## src/common/xdec_params.svh

```systemverilog
// Constants for the extended instruction decoder
`ifndef XDEC_PARAMS_SVH
`define XDEC_PARAMS_SVH
`define XDEC_OP_PTR_ADD     8'he8
`define XDEC_OP_PTR_SUB     8'he9
`define XDEC_OP_PUSH        8'hea
`define XDEC_OP_MOVS        8'heb
`define XDEC_OP_SECOND      4'hf
`define XDEC_OP_INDIRECT_CALL_WORKING_REG       16'h0014
`define XDEC_PTR_TWO        2'h3
`define XDEC_IDX_LIMIT      8'h5f
`define XDEC_RESET_INSTR    16'h0000
`endif

```

## src/common/xdec_pkg.sv

```systemverilog
// Types for the extended instruction decoder
package xdec_pkg;
	typedef enum logic [3:0] {
		XDEC_BASE,
		XDEC_PTR_ADD,
		XDEC_PTR_SUB,
		XDEC_PTR2_ADD_RET,
		XDEC_PTR2_SUB_RET,
		XDEC_CALL_WORKING_REGISTER,
		XDEC_MOVE_TO_FILE,
		XDEC_MOVE_TO_INDEXED,
		XDEC_PUSH_LIT,
		XDEC_SECOND_WORD,
		XDEC_ILLEGAL
	} xdec_op_e;

	// Decoded instruction as handed to the data path
	typedef struct packed {
		xdec_op_e   op;
		logic [1:0] ptr_sel;
		logic [7:0] literal;
		logic [11:0] addr;
		logic       dest;
		logic       access;
		logic       indexed;
		logic [1:0] cycles;
		logic       valid;
	} xdec_dec_s;

	// Decoder state: last decode and second-word flag
	typedef struct packed {
		xdec_dec_s  dec;
		logic       second_pending;
	} xdec_state_s;
endpackage

```

## src/core/xdec_decoder.sv

```systemverilog
// Instruction decoder with optional extended set
`timescale 1ns/1ps
`include "xdec_params.svh"

module xdec_decoder
	import xdec_pkg::*;
(
	input  wire logic        i_clk,
	input  wire logic        i_reset,
	input  wire logic        i_fuse,
	input  wire logic        i_instr_valid,
	input  wire logic [15:0] i_instr,
	output xdec_dec_s        o_dec,
	output logic             o_ext_active
);

	logic        fuse_m_r;
	logic        fuse_r;
	logic        ext_r;
	xdec_state_s st_r;
	xdec_state_s st_nxt;

	////////////////////////////////////////////////////////////////////////////
	// Fuse synchroniser, two flops, then the ext_r stage that follows the fuse
	// fuse gates extension
	always_ff @(posedge i_clk) begin
		if (i_reset) begin
			fuse_m_r <= 1'b0;
			fuse_r   <= 1'b0;
			ext_r    <= 1'b0;
		end else begin
			fuse_m_r <= i_fuse;
			fuse_r   <= fuse_m_r;
			ext_r    <= fuse_r;
		end
	end

	////////////////////////////////////////////////////////////////////////////
	// Decode
	always_comb begin
		st_nxt = st_r;
		st_nxt.dec.valid = 1'b0;
		if (i_instr_valid) begin
			st_nxt.dec.valid   = 1'b1;
			st_nxt.dec.op      = XDEC_BASE;
			st_nxt.dec.ptr_sel = i_instr[7:6];
			st_nxt.dec.literal = i_instr[7:0];
			st_nxt.dec.addr    = {4'h0, i_instr[7:0]};
			st_nxt.dec.dest    = i_instr[9];
			st_nxt.dec.access  = i_instr[8];
			st_nxt.dec.indexed = 1'b0;
			st_nxt.dec.cycles  = 2'h1;
			// eight extra opcodes decoded from here
			if (st_r.second_pending) begin
				// Second word of a two-word move
				st_nxt.second_pending = 1'b0;
				st_nxt.dec.op   = ext_r ? XDEC_SECOND_WORD : XDEC_ILLEGAL;
				st_nxt.dec.addr = i_instr[11:0];
			end else if (i_instr == `XDEC_OP_INDIRECT_CALL_WORKING_REG) begin
				st_nxt.dec.op     = ext_r ? XDEC_CALL_WORKING_REGISTER : XDEC_ILLEGAL;
				st_nxt.dec.cycles = 2'h2;
			end else if (i_instr[15:8] == `XDEC_OP_PTR_ADD
				|| i_instr[15:8] == `XDEC_OP_PTR_SUB) begin
				st_nxt.dec.literal = {2'h0, i_instr[5:0]};
				if (i_instr[7:6] == `XDEC_PTR_TWO) begin
					st_nxt.dec.op = i_instr[8] ? XDEC_PTR2_SUB_RET : XDEC_PTR2_ADD_RET;
					st_nxt.dec.cycles = 2'h2;
				end else begin
					st_nxt.dec.op = i_instr[8] ? XDEC_PTR_SUB : XDEC_PTR_ADD;
				end
				if (!ext_r) begin
					st_nxt.dec.op = XDEC_ILLEGAL;
				end
			end else if (i_instr[15:8] == `XDEC_OP_PUSH) begin
				st_nxt.dec.op      = ext_r ? XDEC_PUSH_LIT : XDEC_ILLEGAL;
				st_nxt.dec.ptr_sel = `XDEC_PTR_TWO;
			end else if (i_instr[15:8] == `XDEC_OP_MOVS) begin
				// memory moves take a second word
				st_nxt.dec.literal = {1'b0, i_instr[6:0]};
				st_nxt.dec.cycles  = 2'h2;
				st_nxt.dec.op      = i_instr[7] ? XDEC_MOVE_TO_INDEXED : XDEC_MOVE_TO_FILE;
				st_nxt.second_pending = ext_r;
				if (!ext_r) begin
					st_nxt.dec.op = XDEC_ILLEGAL;
				end
			end else begin
				// base set; indexed when a=0 and f low
				st_nxt.dec.indexed = ext_r && !i_instr[8]
					&& (i_instr[7:0] <= `XDEC_IDX_LIMIT)
					&& (i_instr[15:12] != 4'he) && (i_instr[15:12] != 4'hf)
					&& (i_instr[15:12] != 4'h0);
			end
		end
	end

	// State register, one update per clock
	always_ff @(posedge i_clk) begin
		if (i_reset) begin
			st_r <= '0;
		end else begin
			st_r <= st_nxt;
		end
	end

	// Registered outputs
	assign o_dec        = st_r.dec;
	assign o_ext_active = ext_r;

	////////////////////////////////////////////////////////////////////////////
	// Checks
	a_fuse_gates_ext: assert property (@(posedge i_clk) disable iff (i_reset)
		(i_instr_valid && !ext_r && !st_r.second_pending && i_instr[15:8] == `XDEC_OP_PUSH)
		|=> o_dec.op == XDEC_ILLEGAL) else $error("extended op decoded with fuse clear");
	a_reset_inactive: assert property (@(posedge i_clk)
		i_reset |=> !o_ext_active && !o_dec.valid) else $error("extension active after reset");
	a_ptr2_two_cycles: assert property (@(posedge i_clk) disable iff (i_reset)
		o_dec.valid && (o_dec.op == XDEC_PTR2_ADD_RET || o_dec.op == XDEC_PTR2_SUB_RET)
		|-> o_dec.cycles == 2'h2 && o_dec.ptr_sel == 2'h3) else $error("bad pointer two op");
	a_add_one_cycle: assert property (@(posedge i_clk) disable iff (i_reset)
		o_dec.valid && o_dec.op == XDEC_PTR_ADD |-> o_dec.cycles == 2'h1
		&& o_dec.literal[7:6] == 2'h0) else $error("bad pointer add decode");
	a_call_decode: assert property (@(posedge i_clk) disable iff (i_reset)
		(i_instr_valid && ext_r && !st_r.second_pending && i_instr == 16'h0014)
		|=> o_dec.op == XDEC_CALL_WORKING_REGISTER && o_dec.cycles == 2'h2) else $error("call missed");
	a_push_decode: assert property (@(posedge i_clk) disable iff (i_reset)
		o_dec.valid && o_dec.op == XDEC_PUSH_LIT |-> o_dec.cycles == 2'h1
		&& o_dec.ptr_sel == 2'h3 && $past(o_ext_active)) else $error("bad push decode");
	a_move_second: assert property (@(posedge i_clk) disable iff (i_reset)
		o_dec.valid && o_dec.op == XDEC_MOVE_TO_FILE && !i_instr_valid ##1 i_instr_valid
		&& o_ext_active |=> o_dec.op == XDEC_SECOND_WORD) else $error("move second word lost");
	a_base_kept: assert property (@(posedge i_clk) disable iff (i_reset)
		(i_instr_valid && !st_r.second_pending && i_instr[15:12] == 4'h1)
		|=> o_dec.op == XDEC_BASE) else $error("base op not decoded");
	a_indexed_ext: assert property (@(posedge i_clk) disable iff (i_reset)
		o_dec.valid && o_dec.indexed |-> $past(ext_r) && !o_dec.access
		&& o_dec.addr[7:0] <= 8'h5f) else $error("bad indexed mode");

	////////////////////////////////////////////////////////////////////////////
	// Fuse and handshake checks
	// Three clean samples of a set fuse turn the extension on
	a_fuse_sets_ext: assert property (@(posedge i_clk) disable iff (i_reset)
		(i_fuse && !i_reset) [*3]
		|=> o_ext_active) else $error("extension not enabled by the fuse");
	// Three samples of a clear fuse keep it off
	a_fuse_clears_ext: assert property (@(posedge i_clk) disable iff (i_reset)
		(!i_fuse) [*3]
		|=> !o_ext_active) else $error("extension active with the fuse clear");
	// Every taken word yields one valid decode
	a_valid_follows: assert property (@(posedge i_clk) disable iff (i_reset)
		!i_reset
		|=> o_dec.valid == $past(i_instr_valid)) else $error("decode valid out of step");

	////////////////////////////////////////////////////////////////////////////
	// Decode checks
	// Operand fields taken from the word in the same places
	a_fields_common: assert property (@(posedge i_clk) disable iff (i_reset)
		i_instr_valid && !st_r.second_pending |=> o_dec.dest == $past(i_instr[9])
		&& o_dec.access == $past(i_instr[8])) else $error("operand field moved");
	// Plain pointer add decodes as add and keeps its six-bit literal
	a_add_decode: assert property (@(posedge i_clk) disable iff (i_reset)
		i_instr_valid && ext_r && !st_r.second_pending && i_instr[15:8] == `XDEC_OP_PTR_ADD
		&& i_instr[7:6] != `XDEC_PTR_TWO |=> o_dec.op == XDEC_PTR_ADD
		&& o_dec.literal == {2'h0, $past(i_instr[5:0])}) else $error("pointer add missed");
	// Pointer subtract is one cycle with a six-bit literal
	a_sub_one_cycle: assert property (@(posedge i_clk) disable iff (i_reset)
		o_dec.valid && o_dec.op == XDEC_PTR_SUB |-> o_dec.cycles == 2'h1
		&& o_dec.literal[7:6] == 2'h0) else $error("bad pointer subtract decode");
	// Plain pointer ops never name pointer two
	a_ptr_sel_plain: assert property (@(posedge i_clk) disable iff (i_reset)
		o_dec.valid && (o_dec.op == XDEC_PTR_ADD || o_dec.op == XDEC_PTR_SUB)
		|-> o_dec.ptr_sel != `XDEC_PTR_TWO) else $error("plain pointer op on pointer two");
	// Pointer field 11 on add selects the add-and-return form
	a_add_ret_decode: assert property (@(posedge i_clk) disable iff (i_reset)
		i_instr_valid && ext_r && !st_r.second_pending
		&& i_instr[15:6] == {`XDEC_OP_PTR_ADD, `XDEC_PTR_TWO}
		|=> o_dec.op == XDEC_PTR2_ADD_RET) else $error("add and return missed");
	// Pointer field 11 on subtract selects the subtract-and-return form
	a_sub_ret_decode: assert property (@(posedge i_clk) disable iff (i_reset)
		i_instr_valid && ext_r && !st_r.second_pending
		&& i_instr[15:6] == {`XDEC_OP_PTR_SUB, `XDEC_PTR_TWO}
		|=> o_dec.op == XDEC_PTR2_SUB_RET) else $error("subtract and return missed");
	// Indirect call only from its one fixed word
	a_call_fixed: assert property (@(posedge i_clk) disable iff (i_reset)
		o_dec.valid && o_dec.op == XDEC_CALL_WORKING_REGISTER
		|-> $past(i_instr) == `XDEC_OP_INDIRECT_CALL_WORKING_REG) else $error("call from wrong word");
	// Push keeps the whole eight-bit literal
	a_push_literal: assert property (@(posedge i_clk) disable iff (i_reset)
		i_instr_valid && ext_r && !st_r.second_pending && i_instr[15:8] == `XDEC_OP_PUSH
		|=> o_dec.op == XDEC_PUSH_LIT
		&& o_dec.literal == $past(i_instr[7:0])) else $error("push literal lost");
	// Memory moves take two cycles and a seven-bit source offset
	a_movs_literal: assert property (@(posedge i_clk) disable iff (i_reset)
		i_instr_valid && ext_r && !st_r.second_pending && i_instr[15:8] == `XDEC_OP_MOVS
		|=> o_dec.cycles == 2'h2
		&& o_dec.literal == {1'b0, $past(i_instr[6:0])}) else $error("move decode wrong");
	// A word right behind a move is its second word
	a_move_back: assert property (@(posedge i_clk) disable iff (i_reset)
		o_dec.valid && (o_dec.op == XDEC_MOVE_TO_FILE || o_dec.op == XDEC_MOVE_TO_INDEXED)
		&& o_ext_active && i_instr_valid
		|=> o_dec.op == XDEC_SECOND_WORD) else $error("back to back second word lost");
	// The second word carries the full twelve-bit address
	a_second_addr: assert property (@(posedge i_clk) disable iff (i_reset)
		o_dec.valid && o_dec.op == XDEC_SECOND_WORD
		|-> o_dec.addr == $past(i_instr[11:0])) else $error("second word address wrong");
	// Illegal only comes out while the extension was off
	a_illegal_off: assert property (@(posedge i_clk) disable iff (i_reset)
		o_dec.valid && o_dec.op == XDEC_ILLEGAL
		|-> !$past(o_ext_active)) else $error("illegal decode with extension on");
	// Indexed mode is for base words only
	a_indexed_base: assert property (@(posedge i_clk) disable iff (i_reset)
		o_dec.valid && o_dec.indexed
		|-> o_dec.op == XDEC_BASE) else $error("indexed mode on an extra opcode");
endmodule

```

## config.mk

```make
export PLATFORM = sky130hd
export DESIGN_NAME = xdec_decoder
export DESIGN_NICKNAME = d
export VERILOG_FILES = /design/src/common/xdec_pkg.sv /design/src/core/xdec_decoder.sv
export VERILOG_INCLUDE_DIRS = /design/src /design/src/common
export SDC_FILE = /design/constraint.sdc
export NUM_CORES = 1
export LEC_CHECK = 0
export BUFFER_PORTS_ARGS = -buffer_cell sky130_fd_sc_hd__buf_2
export CORE_ASPECT_RATIO = 0.6
export CORE_MARGIN = 4
export CORE_UTILIZATION = 45
export DETAILED_ROUTE_END_ITERATION = 6
export PLACE_DENSITY = 0.73
export SLEW_MARGIN = 25
export SYNTH_ARGS = -nofsm -noshare
export SYNTH_HDL_FRONTEND = slang
export SYNTH_SLANG_ARGS = --single-unit
```

## constraint.sdc

```tcl
create_clock -name i_clk -period 3.2 [get_ports i_clk]
set_input_delay 0.48 -clock i_clk [delete_from_list [all_inputs] [get_ports i_clk]]
set_output_delay 0.48 -clock i_clk [all_outputs]
set_load 0.1 [all_outputs]
```

==> impl_metrics.yaml <==
yosys:
  synthTopCellsByArea: "sky130_fd_sc_hd__dfxtp_1 38%, sky130_fd_sc_hd__buf_4 15%, sky130_fd_sc_hd__mux2i_1 6.3%"
  yosys.cell_types.count: 36
  post_synth_instance_area_um2: 1580
  ys_dominant_reg_cell: "sky130_fd_sc_hd__dfxtp_1"
  yosysWarningCount: 0
  netlist.area_leader.share_pct: 38.0
  proportion_of_synthesized_chip_area_in_sequential_cells_pct: 38.0
  synth_edf_count: 0
  postSynthAreaPerCell_um2: 8.63
  post_synth_inst_count: 183
  yosys-top-cells-count: "32 x sky130_fd_sc_hd__buf_4, 30 x sky130_fd_sc_hd__dfxtp_1, 16 x sky130_fd_sc_hd__nor2_1"
  synthArstFlopShare_pct: 0
  postSynthNetCount: 204
  post-synth-top-area-cell: "sky130_fd_sc_hd__dfxtp_1"
  post-synth-top-count-cell: "sky130_fd_sc_hd__buf_4"
  yosys_reg_bits: 30
clocking:
  clkTransAtPathRegs_ns: 0.07
  ctsResizeCount: 0
  cts.root.buffer_cell: "sky130_fd_sc_hd__clkbuf_8"
  postCtsSetupRepairBufs: 0
  clock_tree.buffer_depth: 2
  clock_tree_from_tritoncts: "yes"
  cts-htree-levels: 2
  clock_insertion_delay_worst_skew_ns: 0.29
  clk_sinks: 30
  cts-buffers-inserted: 5
  hold_buffers: 0
grt:
  antenna_found_initial: 0
  grt_start_max_net_pins: 44
  grt_pass1_wl_um: 5580
  grt_pass1_vias: 1151
  gr-total-overflow: 0
  grtUsageTotal_pct: 15.9
die:
  dieArea_um2: 4550
  boundaryPins: 53
  fp.dieW_um: 84.5
  placement_rows: 16
  coreArea_um2: 3300
  start_util_pct: 47.8
  floorplan.die.height_um: 53.9
detailed_routing:
  detailedRoute.firstPassIterationCount: 4
  highest_routing_layer_actually_used: "met4"
  drc: 0
  dr_total_vias: 1277
  drt_antenna_net_count: 0
  drt_first_iter_violations: 95
  wire_per_inst_um: 13.9
  wirelength_um: 3390
  dr_wl_met3_um: 268
  wl_met1_um: 1690
  wl_met2_um: 1390
  detail_route.vias_per_cell: 5.23
pwr:
  static-leakage-power_nw: 0.760
  share_comb_of_total_power_pct: 22.4
  clkPwrFrac_pct: 37.9
  p_sw_mw: 0.336
  maximum_vdd_drop_v: 0.000318
  power.density_nw_per_um2: 581
  power.internal_mw: 0.663
  switching_share_pct: 33.7
  seqPwrFrac_pct: 39.7
  total_power_mw: 0.999
sta:
  finalHoldWorstSlack_ns: 0.400
  timing.final.ws_setup_ns: 1.46
  achievable_freq_mhz: 573
  grt_setup_unrepaired: "no"
  final_min_period_over_clock_period_pct: 54.5
  timing.final.hold_violations: 0
  fin_crit_ns: 1.74
  maxSlewHeadroom_pct: 48.0
  finalClockSkew_ns: 0.00546
  setup-violations-final: 0
  setup_tns_ns: 0
  final_max_slew_viol_count: 0
  timing_worst_slew_pin_value_ns: 0.780
flow_run:
  drv.max_cap_violation_count: 0
critical_path:
  worstSetupStartpointType: "primary input"
  worst-endpoint-required_ns: 3.42
  criticalPathCategory: "primary input to register"
  critPathCaptureType: "register"
  arrival_ns: 1.97
  crit_fanout: 7
placement:
  post-place-ws_ns: 1.16
  io_buffer_count: 52
  gp_routability_congestion: 0.829
  dp.final_hpwl_um: 2400
layout:
  diodes: 0
  final_nets: 219
  fillers: 327
  fraction_of_layout_cells_with_a_size_suffix_above_1_pct: 32.2
  layout_area_overhead_pct: 8.87
  finish.utilization_pct: 52.0
min_path:
  worstHoldPathType: "primary input to register"
run_status:
  outcome: "complete, no violations"
-- metal layers --
metal  up-vias  GRT usage (%)
li1        628              -
met1       590           22.3
met2        52           22.4
met3         7           5.50
met4         0           6.32
met5         -              0
-- cells in the final DEF, fill, tap and decap left out, types with 2 or more instances in the layout --
cell type,count
sky130_fd_sc_hd__a211oi_1,4
sky130_fd_sc_hd__nor4b_1,3
sky130_fd_sc_hd__o311ai_0,2
sky130_fd_sc_hd__nand2_1,5
sky130_fd_sc_hd__nor2b_1,6
sky130_fd_sc_hd__nand2b_1,11
sky130_fd_sc_hd__nor4_1,3
sky130_fd_sc_hd__nand4_1,2
sky130_fd_sc_hd__inv_1,6
sky130_fd_sc_hd__mux2i_1,10
sky130_fd_sc_hd__nand3_1,6
sky130_fd_sc_hd__o21ai_0,5
sky130_fd_sc_hd__dfxtp_1,30
sky130_fd_sc_hd__a21oi_1,10
sky130_fd_sc_hd__buf_2,52
sky130_fd_sc_hd__a311oi_1,2
sky130_fd_sc_hd__clkbuf_8,5
sky130_fd_sc_hd__nor3b_1,2
sky130_fd_sc_hd__nor2_1,16
-- cell type report --
cell class                 count  area, µm²  share of cell area [%]
clock buffer                   6       72.6                    4.22
clock inverter                 2       37.5                    2.18
inverter                       6       22.5                    1.31
multi-input combinational    103        669                    38.9
sequential                    30        601                    34.9
tap                           45       56.3                    3.28
timing repair buffer          52        260                    15.1
-- worst paths after layout --
| kind | startpoint | end | slack, ns | cells past startpoint |
|---|---|---|---|---|
| max reg2reg | st_r[0] | o_dec[3] | 1.97 | 3 |
| max | i_instr[10] | o_dec[29] | 1.46 | 5 |
| min reg2reg | fuse_m_r | fuse_r | 0.44 | 1 |
| min | i_fuse | fuse_m_r | 0.40 | 2 |
-- metrics by stage --
step,cells,area [µm²]
after floorplan,183,1580
after global placement,236,1610
after detailed placement,236,1610
after CTS,244,1720
after global routing,244,1720
final,244,1720
-- registers in the layout, summed over array words and instances, names as in the netlist --
name and count:
st_r 1, fuse_m_r 1, o_ext_active 1, fuse_r 1, o_dec 26
-- worst max-delay path, stage by stage --
cell and delay, ns:
sky130_fd_sc_hd__buf_2 0.12, sky130_fd_sc_hd__or3b_1 0.50, sky130_fd_sc_hd__or2_1 0.28, sky130_fd_sc_hd__or4_4 0.51
sky130_fd_sc_hd__o211ai_2 0.08
-- power groups by stage --
stage | Clock [mW] | Sequential [mW] | Combinational (mW)
after floorplan | 0 | 0.406 | 0.205
after global placement | 0 | 0.405 | 0.223
after detailed placement | 0 | 0.405 | 0.224
after CTS | 0.389 | 0.397 | 0.224
after global routing | 0.410 | 0.399 | 0.235
final | 0.379 | 0.397 | 0.224
-- logic make-up (layout without fill, tap and decap cells) --
kind of cell | count (synthesis) | count (layout) | share of synthesized area, %
AND/OR/NAND/NOR | 61 | 61 | 21.8
buffers and inverters | 50 | 66 | 19.6
AO/OA/AOI/OAI | 30 | 30 | 12.8
flip-flops | 30 | 30 | 38.0
multiplexers | 11 | 11 | 7.05
adder cells (fa/ha/maj) | 1 | 1 | 0.792
(Power assumes the default switching activity.)
